===== src/hw/tsam_regs.svh =====
// constants for the time slot address matcher
`ifndef TSAM_REGS_SVH
`define TSAM_REGS_SVH
`define TSAM_A_MOD        5'h1e
`define TSAM_B_MOD        4'ha
`define TSAM_C_MOD        2'h3
`define TSAM_A_ONE        5'h01
`define TSAM_B_ONE        4'h1
`define TSAM_C_ONE        2'h1
`define TSAM_GATE_NS      4000
`define TSAM_READY_NS     10000
`define TSAM_CLK_NS       40
`endif


===== src/hw/tsam_pkg.sv =====
// types for the time slot address matcher
package tsam_pkg;
  typedef struct packed {
    logic [4:0] a;
    logic [3:0] b;
    logic [1:0] c;
  } tsam_count_s;
  typedef enum logic [2:0] {
    TSAM_IDLE  = 3'h1,
    TSAM_CLEAR = 3'h2,
    TSAM_GATE  = 3'h4
  } tsam_state_e;
endpackage


===== src/hw/tsam_sync_edge.sv =====
// two-flop synchroniser with rising edge detect
`timescale 1ns/100ps
module tsam_sync_edge (
  input  wire logic sys_clk,
  input  wire logic rst_b,
  input  wire logic pin_in,
  output logic      level,
  output logic      rise
);
  logic meta_reg;
  logic sync_reg;
  logic prev_reg;

  always_ff @(posedge sys_clk or negedge rst_b) begin
    if (!rst_b) begin
      meta_reg <= 1'b0;
      sync_reg <= 1'b0;
      prev_reg <= 1'b0;
    end else begin
      meta_reg <= pin_in;
      sync_reg <= meta_reg;
      prev_reg <= sync_reg;
    end
  end

  assign level = sync_reg;
  assign rise  = sync_reg & ~prev_reg;
endmodule // tsam_sync_edge


===== src/hw/tsam_matcher.sv =====
// slot counters, address compare and holding register
`timescale 1ns/100ps
`include "tsam_regs.svh"

// Summary of operation
// - three slot counters recycle after thirty, ten and three counts
// - common reset loads every counter with one
// - counter A, five flops, divides by thirty, stepped by group sync
// - counter A recycle steps counters B and C
// - counter B, four flops, divides by ten, returns to one
// - counter C, two flops, divides by three, returns to one
// - common reset and load clock come from the sync inputs
// - twelve-bit address is buffered and compared with counter states
// - bit 1 matches group phase, bits 2-6 match counter A
// - bits 7-10 all zero or matching counter B satisfy that field
// - logic active high except the active-low reset rst_b, rising edges
// - bits 11-12 compare counter C, all zero matches any count
// - transfer needs all matches, data request and in-sync
// - clear holding register, later gate data, stretch data ready
module tsam_matcher #(
  parameter int DATA_W = 10,
  parameter int ADDR_W = 12
) (
  input  wire logic              sys_clk,
  input  wire logic              rst_b,
  input  wire logic              group_sync,
  input  wire logic              frame_sync,
  input  wire logic              group_phase,
  input  wire logic              data_request,
  input  wire logic [ADDR_W-1:0] slot_addr,
  input  wire logic [DATA_W-1:0] data_in,
  output logic [DATA_W-1:0]      hold_data,
  output logic                   data_ready,
  output logic                   in_sync,
  output tsam_pkg::tsam_count_s  count
);
  localparam int GATE_CYC  = (`TSAM_GATE_NS + `TSAM_CLK_NS - 1) / `TSAM_CLK_NS;
  localparam int READY_CYC = (`TSAM_READY_NS + `TSAM_CLK_NS - 1) / `TSAM_CLK_NS;

  logic              step;
  logic              frame_rise;
  logic              phase_s;
  logic              req_s;
  logic              req_m;
  logic              phase_m;
  logic [ADDR_W-1:0] addr_m;
  logic [ADDR_W-1:0] addr_s;
  logic [DATA_W-1:0] data_m;
  logic [DATA_W-1:0] data_s;
  logic              a_wrap;
  logic              match_a;
  logic              or_b;
  logic              or_c;
  logic              fire;
  logic              armed_reg;
  logic [7:0]        dly_reg;
  logic [8:0]        rdy_reg;
  tsam_pkg::tsam_state_e state_reg;

  // sync edges give step and reset
  tsam_sync_edge u_grp (
    .sys_clk (sys_clk),
    .rst_b   (rst_b),
    .pin_in  (group_sync),
    .level   (),
    .rise    (step)
  );
  tsam_sync_edge u_frm (
    .sys_clk (sys_clk),
    .rst_b   (rst_b),
    .pin_in  (frame_sync),
    .level   (),
    .rise    (frame_rise)
  );

  // buffer address, request and data through two flops
  always_ff @(posedge sys_clk or negedge rst_b) begin
    if (!rst_b) begin
      addr_m  <= '0;
      addr_s  <= '0;
      data_m  <= '0;
      data_s  <= '0;
      req_m   <= 1'b0;
      req_s   <= 1'b0;
      phase_m <= 1'b0;
      phase_s <= 1'b0;
    end else begin
      addr_m  <= slot_addr;
      addr_s  <= addr_m;
      data_m  <= data_in;
      data_s  <= data_m;
      req_m   <= data_request;
      req_s   <= req_m;
      phase_m <= group_phase;
      phase_s <= phase_m;
    end
  end

  assign a_wrap = step && (count.a == `TSAM_A_MOD);

  always_ff @(posedge sys_clk or negedge rst_b) begin
    if (!rst_b) begin
      count.a <= `TSAM_A_ONE;
      count.b <= `TSAM_B_ONE;
      count.c <= `TSAM_C_ONE;
    end else if (frame_rise) begin
      count.a <= `TSAM_A_ONE;
      count.b <= `TSAM_B_ONE;
      count.c <= `TSAM_C_ONE;
    end else if (step) begin
      count.a <= a_wrap ? `TSAM_A_ONE : count.a + `TSAM_A_ONE;
      if (a_wrap) begin
        count.b <= (count.b == `TSAM_B_MOD) ? `TSAM_B_ONE : count.b + `TSAM_B_ONE;
        count.c <= (count.c == `TSAM_C_MOD) ? `TSAM_C_ONE : count.c + `TSAM_C_ONE;
      end
    end
  end

  // in sync once a frame reset has been seen
  always_ff @(posedge sys_clk or negedge rst_b) begin
    if (!rst_b) begin
      in_sync <= 1'b0;
    end else if (frame_rise) begin
      in_sync <= 1'b1;
    end
  end

  assign match_a = (addr_s[0] == phase_s) && (addr_s[5:1] == count.a);
  // comparator B or zero detector one
  assign or_b = (addr_s[9:6] == 4'h0) || (addr_s[9:6] == count.b);
  // comparator C or zero detector two
  assign or_c = (addr_s[11:10] == 2'h0) || (addr_s[11:10] == count.c);
  // data entry gate, one transfer per slot
  assign fire = match_a && or_b && or_c && req_s && in_sync && armed_reg
                && (state_reg == tsam_pkg::TSAM_IDLE);

  always_ff @(posedge sys_clk or negedge rst_b) begin
    if (!rst_b) begin
      armed_reg <= 1'b1;
    end else if (step) begin
      armed_reg <= 1'b1;
    end else if (fire) begin
      armed_reg <= 1'b0;
    end
  end

  always_ff @(posedge sys_clk or negedge rst_b) begin
    if (!rst_b) begin
      state_reg <= tsam_pkg::TSAM_IDLE;
      dly_reg   <= 8'h00;
    end else begin
      case (state_reg)
        tsam_pkg::TSAM_IDLE: begin
          if (fire) begin
            state_reg <= tsam_pkg::TSAM_CLEAR;
            dly_reg   <= 8'(GATE_CYC - 1);
          end
        end
        tsam_pkg::TSAM_CLEAR: begin
          if (dly_reg == 8'h00) begin
            state_reg <= tsam_pkg::TSAM_GATE;
          end else begin
            dly_reg <= dly_reg - 8'h01;
          end
        end
        tsam_pkg::TSAM_GATE: state_reg <= tsam_pkg::TSAM_IDLE;
        default: state_reg <= tsam_pkg::TSAM_IDLE;
      endcase
    end
  end

  always_ff @(posedge sys_clk or negedge rst_b) begin
    if (!rst_b) begin
      hold_data <= '0;
    end else if (fire) begin
      hold_data <= '0;
    end else if (state_reg == tsam_pkg::TSAM_GATE) begin
      hold_data <= data_s;
    end
  end

  // stretched ready, retriggered by each gate pulse
  always_ff @(posedge sys_clk or negedge rst_b) begin
    if (!rst_b) begin
      rdy_reg <= 9'h000;
    end else if (state_reg == tsam_pkg::TSAM_GATE) begin
      rdy_reg <= 9'(READY_CYC);
    end else if (rdy_reg != 9'h000) begin
      rdy_reg <= rdy_reg - 9'h001;
    end
  end

  always_ff @(posedge sys_clk or negedge rst_b) begin
    if (!rst_b) begin
      data_ready <= 1'b0;
    end else begin
      data_ready <= (state_reg == tsam_pkg::TSAM_GATE) || (rdy_reg > 9'h001);
    end
  end

  b_range_a: assert property (@(posedge sys_clk) disable iff (!rst_b)
    count.b >= `TSAM_B_ONE && count.b <= `TSAM_B_MOD)
    else $error("counter b out of range");
  a_range_a: assert property (@(posedge sys_clk) disable iff (!rst_b)
    count.a >= `TSAM_A_ONE && count.a <= `TSAM_A_MOD)
    else $error("counter a out of range");
  c_range_a: assert property (@(posedge sys_clk) disable iff (!rst_b)
    count.c >= `TSAM_C_ONE && count.c <= `TSAM_C_MOD)
    else $error("counter c out of range");
  a_recycle_a: assert property (@(posedge sys_clk) disable iff (!rst_b)
    (step && !frame_rise && count.a == `TSAM_A_MOD) |=> count.a == `TSAM_A_ONE)
    else $error("counter a did not recycle");
  bc_step_a: assert property (@(posedge sys_clk) disable iff (!rst_b)
    (!frame_rise && !a_wrap) |=> $stable(count.b) && $stable(count.c))
    else $error("counter b or c moved without a wrap");
  com_reset_a: assert property (@(posedge sys_clk) disable iff (!rst_b)
    frame_rise |=> count.a == `TSAM_A_ONE && count.b == `TSAM_B_ONE
                   && count.c == `TSAM_C_ONE)
    else $error("common reset did not load one");
  no_unsync_a: assert property (@(posedge sys_clk) disable iff (!rst_b)
    !in_sync |-> state_reg == tsam_pkg::TSAM_IDLE && !data_ready)
    else $error("transfer while unsynchronised");
  clear_gate_a: assert property (@(posedge sys_clk) disable iff (!rst_b)
    fire |=> hold_data == '0 ##[1:200] state_reg == tsam_pkg::TSAM_GATE)
    else $error("clear not followed by gate");
  zero_wild_a: assert property (@(posedge sys_clk) disable iff (!rst_b)
    (addr_s[11:10] == 2'h0) |-> or_c)
    else $error("zero detector two did not match");
  ready_a: assert property (@(posedge sys_clk) disable iff (!rst_b)
    state_reg == tsam_pkg::TSAM_GATE |=> data_ready [*8])
    else $error("data ready not stretched");

  fire_c: cover property (@(posedge sys_clk) disable iff (!rst_b) fire);
  wild_c: cover property (@(posedge sys_clk) disable iff (!rst_b)
    fire && addr_s[9:6] == 4'h0);
  wrap_c: cover property (@(posedge sys_clk) disable iff (!rst_b)
    a_wrap && count.c == `TSAM_C_MOD);
endmodule // tsam_matcher


===== config.mk =====
export PLATFORM = sky130hd
export DESIGN_NAME = tsam_matcher
export DESIGN_NICKNAME = d
export VERILOG_FILES = /design/src/hw/tsam_pkg.sv /design/src/hw/tsam_sync_edge.sv /design/src/hw/tsam_matcher.sv
export VERILOG_INCLUDE_DIRS = /design/src /design/src/hw
export SDC_FILE = /design/constraint.sdc
export NUM_CORES = 1
export LEC_CHECK = 0
export BUFFER_PORTS_ARGS = -buffer_cell sky130_fd_sc_hd__buf_2
export CAP_MARGIN = 25
export CORE_ASPECT_RATIO = 1.25
export CORE_MARGIN = 4
export CORE_UTILIZATION = 55
export DETAILED_ROUTE_END_ITERATION = 6
export GPL_ROUTABILITY_DRIVEN = 0
export GPL_TIMING_DRIVEN = 0
export PLACE_DENSITY = 0.77
export SLEW_MARGIN = 30
export SYNTH_ARGS = -nofsm -noshare
export SYNTH_HDL_FRONTEND = slang
export SYNTH_SLANG_ARGS = --single-unit

===== constraint.sdc =====
create_clock -name sys_clk -period 4.8 [get_ports sys_clk]
set_clock_uncertainty 0.2 [all_clocks]
set_input_delay 0.48 -clock sys_clk [delete_from_list [all_inputs] [get_ports sys_clk]]
set_output_delay 0.48 -clock sys_clk [all_outputs]
set_load 0.01 [all_outputs]

==> flow_summary.yaml, run 1 <==
drt:
  antenna_violating_nets_post_route: 0
  drt-wirelength-per-cell_um: 13.4
  1st_pass_router_iterations: 4
  routed_via_density: 5.12
  detailedRoute.firstIterationViolations: 137
  wl_mm: 6.38
  drc: 0
  dr_total_vias: 2443
yosys:
  synthMostInstantiatedCell: "dfrtp_1"
  post_synth_main_area_contributors: "dfrtp_1 63%, nand2_1 4.0%, dfstp_2 3.6%"
  post_synth_inst_count: 305
  yosys_warnings: 0
  synth_largest_type_area_fraction: 0.633
  ys.flop_type: "dfrtp_1"
  synthTopCellsByCount: "93 x dfrtp_1, 39 x nand2_1, 24 x nor2_1, 19 x a21oi_1"
  async_flop_share: 1.00
  number_of_enable_type_register_cells_in_the_synthesized_netlist: 0
  synth_nets: 342
  yosysUniqueCellTypes: 44
  yosys.area.top_type: "dfrtp_1"
  post_synth.cell_area_avg_um2: 12.1
  syn_area_mm2: 0.00368
  sequential_fraction_of_the_synthesis_area: 0.668
  yosys_register_bits: 98
power:
  clock_power_share: 0.330
  intPower_mw: 1.11
  power.density_cell_area_mw_per_mm2: 334
  power_mw: 1.48
  switching_share: 0.249
  sequentialPowerShare: 0.593
  combinational_power_share: 0.077
  netSwitchingPower_uw: 370
  vdd_drop_max_uv: 224
  total_leakage_power_nw: 2.13
critical_path:
  path_class: "flop to flop"
  crit_slowest_cell: "dfstp_2"
  cp.arrival_ns: 2.32
  critical_path_fanouts_max: 10
  end_kind: "flop"
  largest_stage_delay_on_the_critical_path_ns: 0.56
  worstSetupStartpointType: "flop"
  required_ns: 4.85
  worstPathCellList: "nand4bb_1, or4_1, a2111o_1, nor2_2, buf_2, nor2_1"
global_routing:
  grt_pass1_vias: 2496
  grt_overflow_total: 0
  grt_max_degree: 74
  groute.usage.overall: 0.182
  grt_first_pass_wirelength_mm: 11.1
  grt_antenna_before_repair: 0
placed_design:
  place.port_buffers: 50
  hpwlAfterDp_mm: 4.44
  dp_worst_setup_slack_ns: 2.55
floorplanning:
  floorplan.io_pins: 51
  die-area_mm2: 0.00807
  rows: 33
  dieWidth_um: 81.1
  starting_density: 0.564
  design.core.area_mm2: 0.00652
  die_y_um: 99.4
sta:
  timing.final.max_slew_violations: 0
  finalCriticalPeriod_ns: 2.27
  grt_setup_unrepaired: "no"
  setup_total_negative_slack_ns: 0
  timing.final.hold_violations: 0
  maxSlewHeadroom: 0.620
  worst-slew-pin-transition_ns: 0.564
  final.setup.worst_slack_ns: 2.53
  max_freq_ghz: 0.441
  setup_violating_endpoint_count_in_the_final_report: 0
  fin_crit_sh: 0.472
final_layout:
  register_area_mm2: 0.00246
  layout-drive-gt1-share: 0.200
  area_growth_pct: 20.7
  fillCellCount: 533
  final_net_count: 422
  top_regs: "addr_m (12), addr_s (12), count (11)"
  multi_input_area_mm2: 0.00114
  n_antenna_cell: 0
cts:
  cts_inserted_buffers: 9
  total_number_of_clock_tree_sinks: 98
  path_clk_slew_ns: 0.09
  ctsRootBufferMaster: "clkbuf_8"
  post_cts.repair.setup_buffers: 0
  tritoncts: "done"
  ctsLongestPathBuffers: 2
  insertion_delay_ns: 0.36
  cts_max_level: 3
hold_path:
  hold_path.class: "primary input to flop"
outcome:
  run_status: "complete, no violations"
run:
  max-cap-violations: 0
-- path summary, 6_finish.rpt --
check	from	to	slack [ns]	cells after the start
setup / recovery	state_reg[0]$_DFFE_PN1P_	dly_reg[7]$_DFFE_PN0P_	2.53	6
hold / removal	data_in[1]	data_m[1]$_DFF_PN0_	0.02	1
setup reg to reg	state_reg[0]$_DFFE_PN1P_	dly_reg[7]$_DFFE_PN0P_	2.53	6
hold reg to reg	addr_m[10]$_DFF_PN0_	addr_s[10]$_DFF_PN0_	0.15	0
max in group asynchronous	rst_b	armed_reg$_DFFE_PN1P_	3.42	3
min in group asynchronous	rst_b	rdy_reg[5]$_DFFE_PN0P_	0.33	2
-- worst max-delay path: cells and delay by family, from the launching register on --
family | cells | cell delay, ns
buf+inv | 1 | 0.23
flops | 1 | 0.56
simple gates | 4 | 0.83
compound gates | 1 | 0.33
-- through the flow --
step | area, um2 | instances | hold WS (ns) | util
floorplan | 3680 | 305 | -0.0156 | -
global placement | 4040 | 442 | 0.132 | 0.619
detailed placement | 4070 | 443 | 0.136 | 0.624
CTS | 4400 | 473 | 0.00000988 | 0.675
global route | 4440 | 477 | 0.00111 | 0.681
finish | 4440 | 477 | 0.0201 | 0.681
-- layer usage --
layer,up-vias,GRT usage,wire length (um)
met4,0,0.0780,131
met3,11,0.0462,248
met5,-,0,0
met2,41,0.292,3220
li1,1201,-,-
met1,1190,0.234,2780
-- cell type report --
cell class                 instances  share of cell area
buffer                             7             0.00873
clock buffer                      10              0.0287
clock inverter                     6              0.0138
inverter                          12              0.0101
multi-input combinational        188               0.256
sequential                        98               0.554
tap                               87              0.0245
timing repair buffer              69               0.105
-- power groups by stage --
stage               registers, mW  logic [mW]  clock network, mW
floorplan                   0.894      0.0550                  0
detailed placement          0.898       0.105                  0
global route                0.885       0.130              0.544
global placement            0.895      0.0969                  0
finish                      0.881       0.114              0.490
CTS                         0.881       0.114              0.510
-- cells in the final DEF (no fill, tap or decap), types with 6 or more instances in the layout --
master	n
a21oi_1	19
nand2_1	39
dfrtp_1	93
nor3_1	8
xor2_1	6
nor2_1	24
clkbuf_8	9
o21ai_0	12
xnor2_1	11
nand3_1	6
buf_2	50
inv_1	12
dlygate4sd3_1	18
ha_1	9
-- what timing repair did --
| action | CTS | global route |
|---|---|---|
| resized for setup | 0 | 0 |
| hold endpoints to repair | 35 | 4 |
| hold buffers | 14 | 4 |
-- logic make-up after synthesis --
| family | Yosys count | synth area share |
|---|---|---|
| DFF | 98 | 0.668 |
| adders and majority gates | 9 | 0.0306 |
| and+or+nand+nor | 112 | 0.149 |
| AOI/OAI and AO/OA | 47 | 0.0810 |
| buffers and inverters | 19 | 0.0228 |
| xor gates and xnor gates | 17 | 0.0405 |
| muxes | 3 | 0.00816 |
No activity file was read; power rests on OpenSTA's default activity.
==> run 2: changes to the inputs <==
==> constraint.sdc (replaced) <==
create_clock -name sys_clk -period 2.4 [get_ports sys_clk]
set_clock_uncertainty 0.2 [all_clocks]
set_input_delay 0.24 -clock sys_clk [delete_from_list [all_inputs] [get_ports sys_clk]]
set_output_delay 0.24 -clock sys_clk [all_outputs]
set_load 0.01 [all_outputs]
==> run 2 against run 1 <==
Global-route usage grew 0.38 points. Register-to-register slack worse by 2.4 ns. First-iteration DRC count up 3.6%. Via count rose by 1.6%. Sequential power rose by 100%. Non-clock buffer count rose by 9. Hold slack improved by 0.069 ns. Sequential share of layout area decreased by 1.1 points.
==> flow_summary.yaml, run 2 (synthesis results as in run 1) <==
power:
  power_mw: 2.98
  power.density_cell_area_mw_per_mm2: 659
  vdd_drop_max_uv: 450
  total_leakage_power_nw: 2.17
cts:
  cts_max_level: 3
  tritoncts: "done"
  postCtsResizedCells: 0
  total_number_of_clock_tree_sinks: 98
  cts_inserted_buffers: 9
  insertion_delay_ns: 0.36
  path_clk_slew_ns: 0.10
  ctsRootBufferMaster: "clkbuf_8"
  ctsLongestPathBuffers: 2
sta:
  fin_crit_sh: 0.937
  timing.final.max_slew_violations: 0
  max_freq_ghz: 0.445
  worst-slew-pin-transition_ns: 0.564
  finalCriticalPeriod_ns: 2.25
  grt_setup_unrepaired: "no"
  finalHoldWorstSlack_ns: 0.0894
  setup_violating_endpoint_count_in_the_final_report: 0
  timing.final.hold_violations: 0
  maxSlewHeadroom: 0.621
  setup_total_negative_slack_ns: 0
final_layout:
  top_regs: "addr_m (12), addr_s (12), count (11)"
  layout.cells.most_common_list: "93 x dfrtp_1, 50 x buf_2, 39 x nand2_1"
  area_growth_pct: 23.2
  layout-drive-gt1-share: 0.195
  mostFrequentLayoutCell: "dfrtp_1"
  n_antenna_cell: 0
  utilization: 0.694
  postLayoutCellArea_mm2: 0.00453
  final_net_count: 431
global_routing:
  grt_first_pass_wirelength_mm: 11.4
  grt_antenna_before_repair: 0
  grt_max_degree: 74
  grt_pass1_vias: 2544
  grt_overflow_total: 0
  groute.usage.overall: 0.185
floorplanning:
  floorplan.io_pins: 51
  starting_density: 0.564
  die-area_mm2: 0.00807
  die_y_um: 99.4
  dieWidth_um: 81.1
  design.core.area_mm2: 0.00652
  rows: 33
drt:
  antenna_violating_nets_post_route: 0
  wl_mm: 6.48
  1st_pass_router_iterations: 4
  drt-wirelength-per-cell_um: 13.3
  dr_total_vias: 2481
  drc: 0
  routed_via_density: 5.10
  detailedRoute.firstIterationViolations: 142
critical_path:
  critical_path_fanouts_max: 10
  end_kind: "flop"
  cp.arrival_ns: 2.30
  required_ns: 2.45
  worstSetupStartpointType: "flop"
  path_class: "flop to flop"
outcome:
  run_status: "complete, no violations"
placed_design:
  place.port_buffers: 50
  hpwlAfterDp_mm: 4.44
  placement.cell_area_mm2: 0.00407
run:
  max-cap-violations: 0
hold_path:
  hold_path.class: "primary input to asynchronous set/reset pin"
==> run 2: worst max-delay path: stages, from the launching register on <==
cell       delay [ns]
dfstp_2          0.56
nand4bb_1        0.12
or4_1            0.51
a2111o_1         0.33
nor2_2           0.10
buf_2            0.23
nor2_1           0.08
==> run 2: what timing repair did <==
action                                 4_1_cts  5_1_grt
buffers inserted                             0        0
endpoints found under the hold margin      122        0
hold buffers                                27        0
==> run 2: routing by layer <==
metal  vias up  track usage  part of all wire
met5         -            0                 0
met4         0       0.0780             0.021
met3        12       0.0462             0.037
met2        46        0.297              0.50
met1      1203        0.241              0.44
li1       1220            -                 -
==> run 2: worst paths after layout <==
path                                          start  cells after the start                      to  slack [ns]
min                                           rst_b                      2  rdy_reg[5]$_DFFE_PN0P_        0.09
max reg2reg                state_reg[0]$_DFFE_PN1P_                      6  dly_reg[7]$_DFFE_PN0P_        0.15
max                        state_reg[0]$_DFFE_PN1P_                      6  dly_reg[7]$_DFFE_PN0P_        0.15
min in group sys_clk           addr_m[10]$_DFF_PN0_                      0    addr_s[10]$_DFF_PN0_        0.15
max in group asynchronous                     rst_b                      3   armed_reg$_DFFE_PN1P_        1.26
min reg2reg                    addr_m[10]$_DFF_PN0_                      0    addr_s[10]$_DFF_PN0_        0.15
==> run 2: where the power goes <==
group	total, mW	switching (mW)	internal (mW)
registers	1.76	0.0425	1.72
logic	0.239	0.120	0.119
clock network	0.983	0.583	0.400
==> run 2: cell type report <==
| class | instances | area, um2 |
|---|---|---|
| repair buffers | 78 | 554 |
| multi-input cells | 188 | 1140 |
| well taps | 87 | 109 |
| clock buffers | 10 | 128 |
| fillers | 518 | 1990 |
| inverters | 12 | 45.0 |
| flip-flops and latches | 98 | 2460 |
| clock inverters | 6 | 61.3 |
| plain buffers | 7 | 38.8 |
==> run 2: stage by stage <==
stage | worst slack (ns) | std cells
3_3_place_gp | 0.0206 | 442
3_5_place_dp | 0.152 | 443
6_report | 0.152 | 486
5_1_grt | 0.0514 | 486
2_1_floorplan | 0.345 | 305
4_1_cts | 0.139 | 486
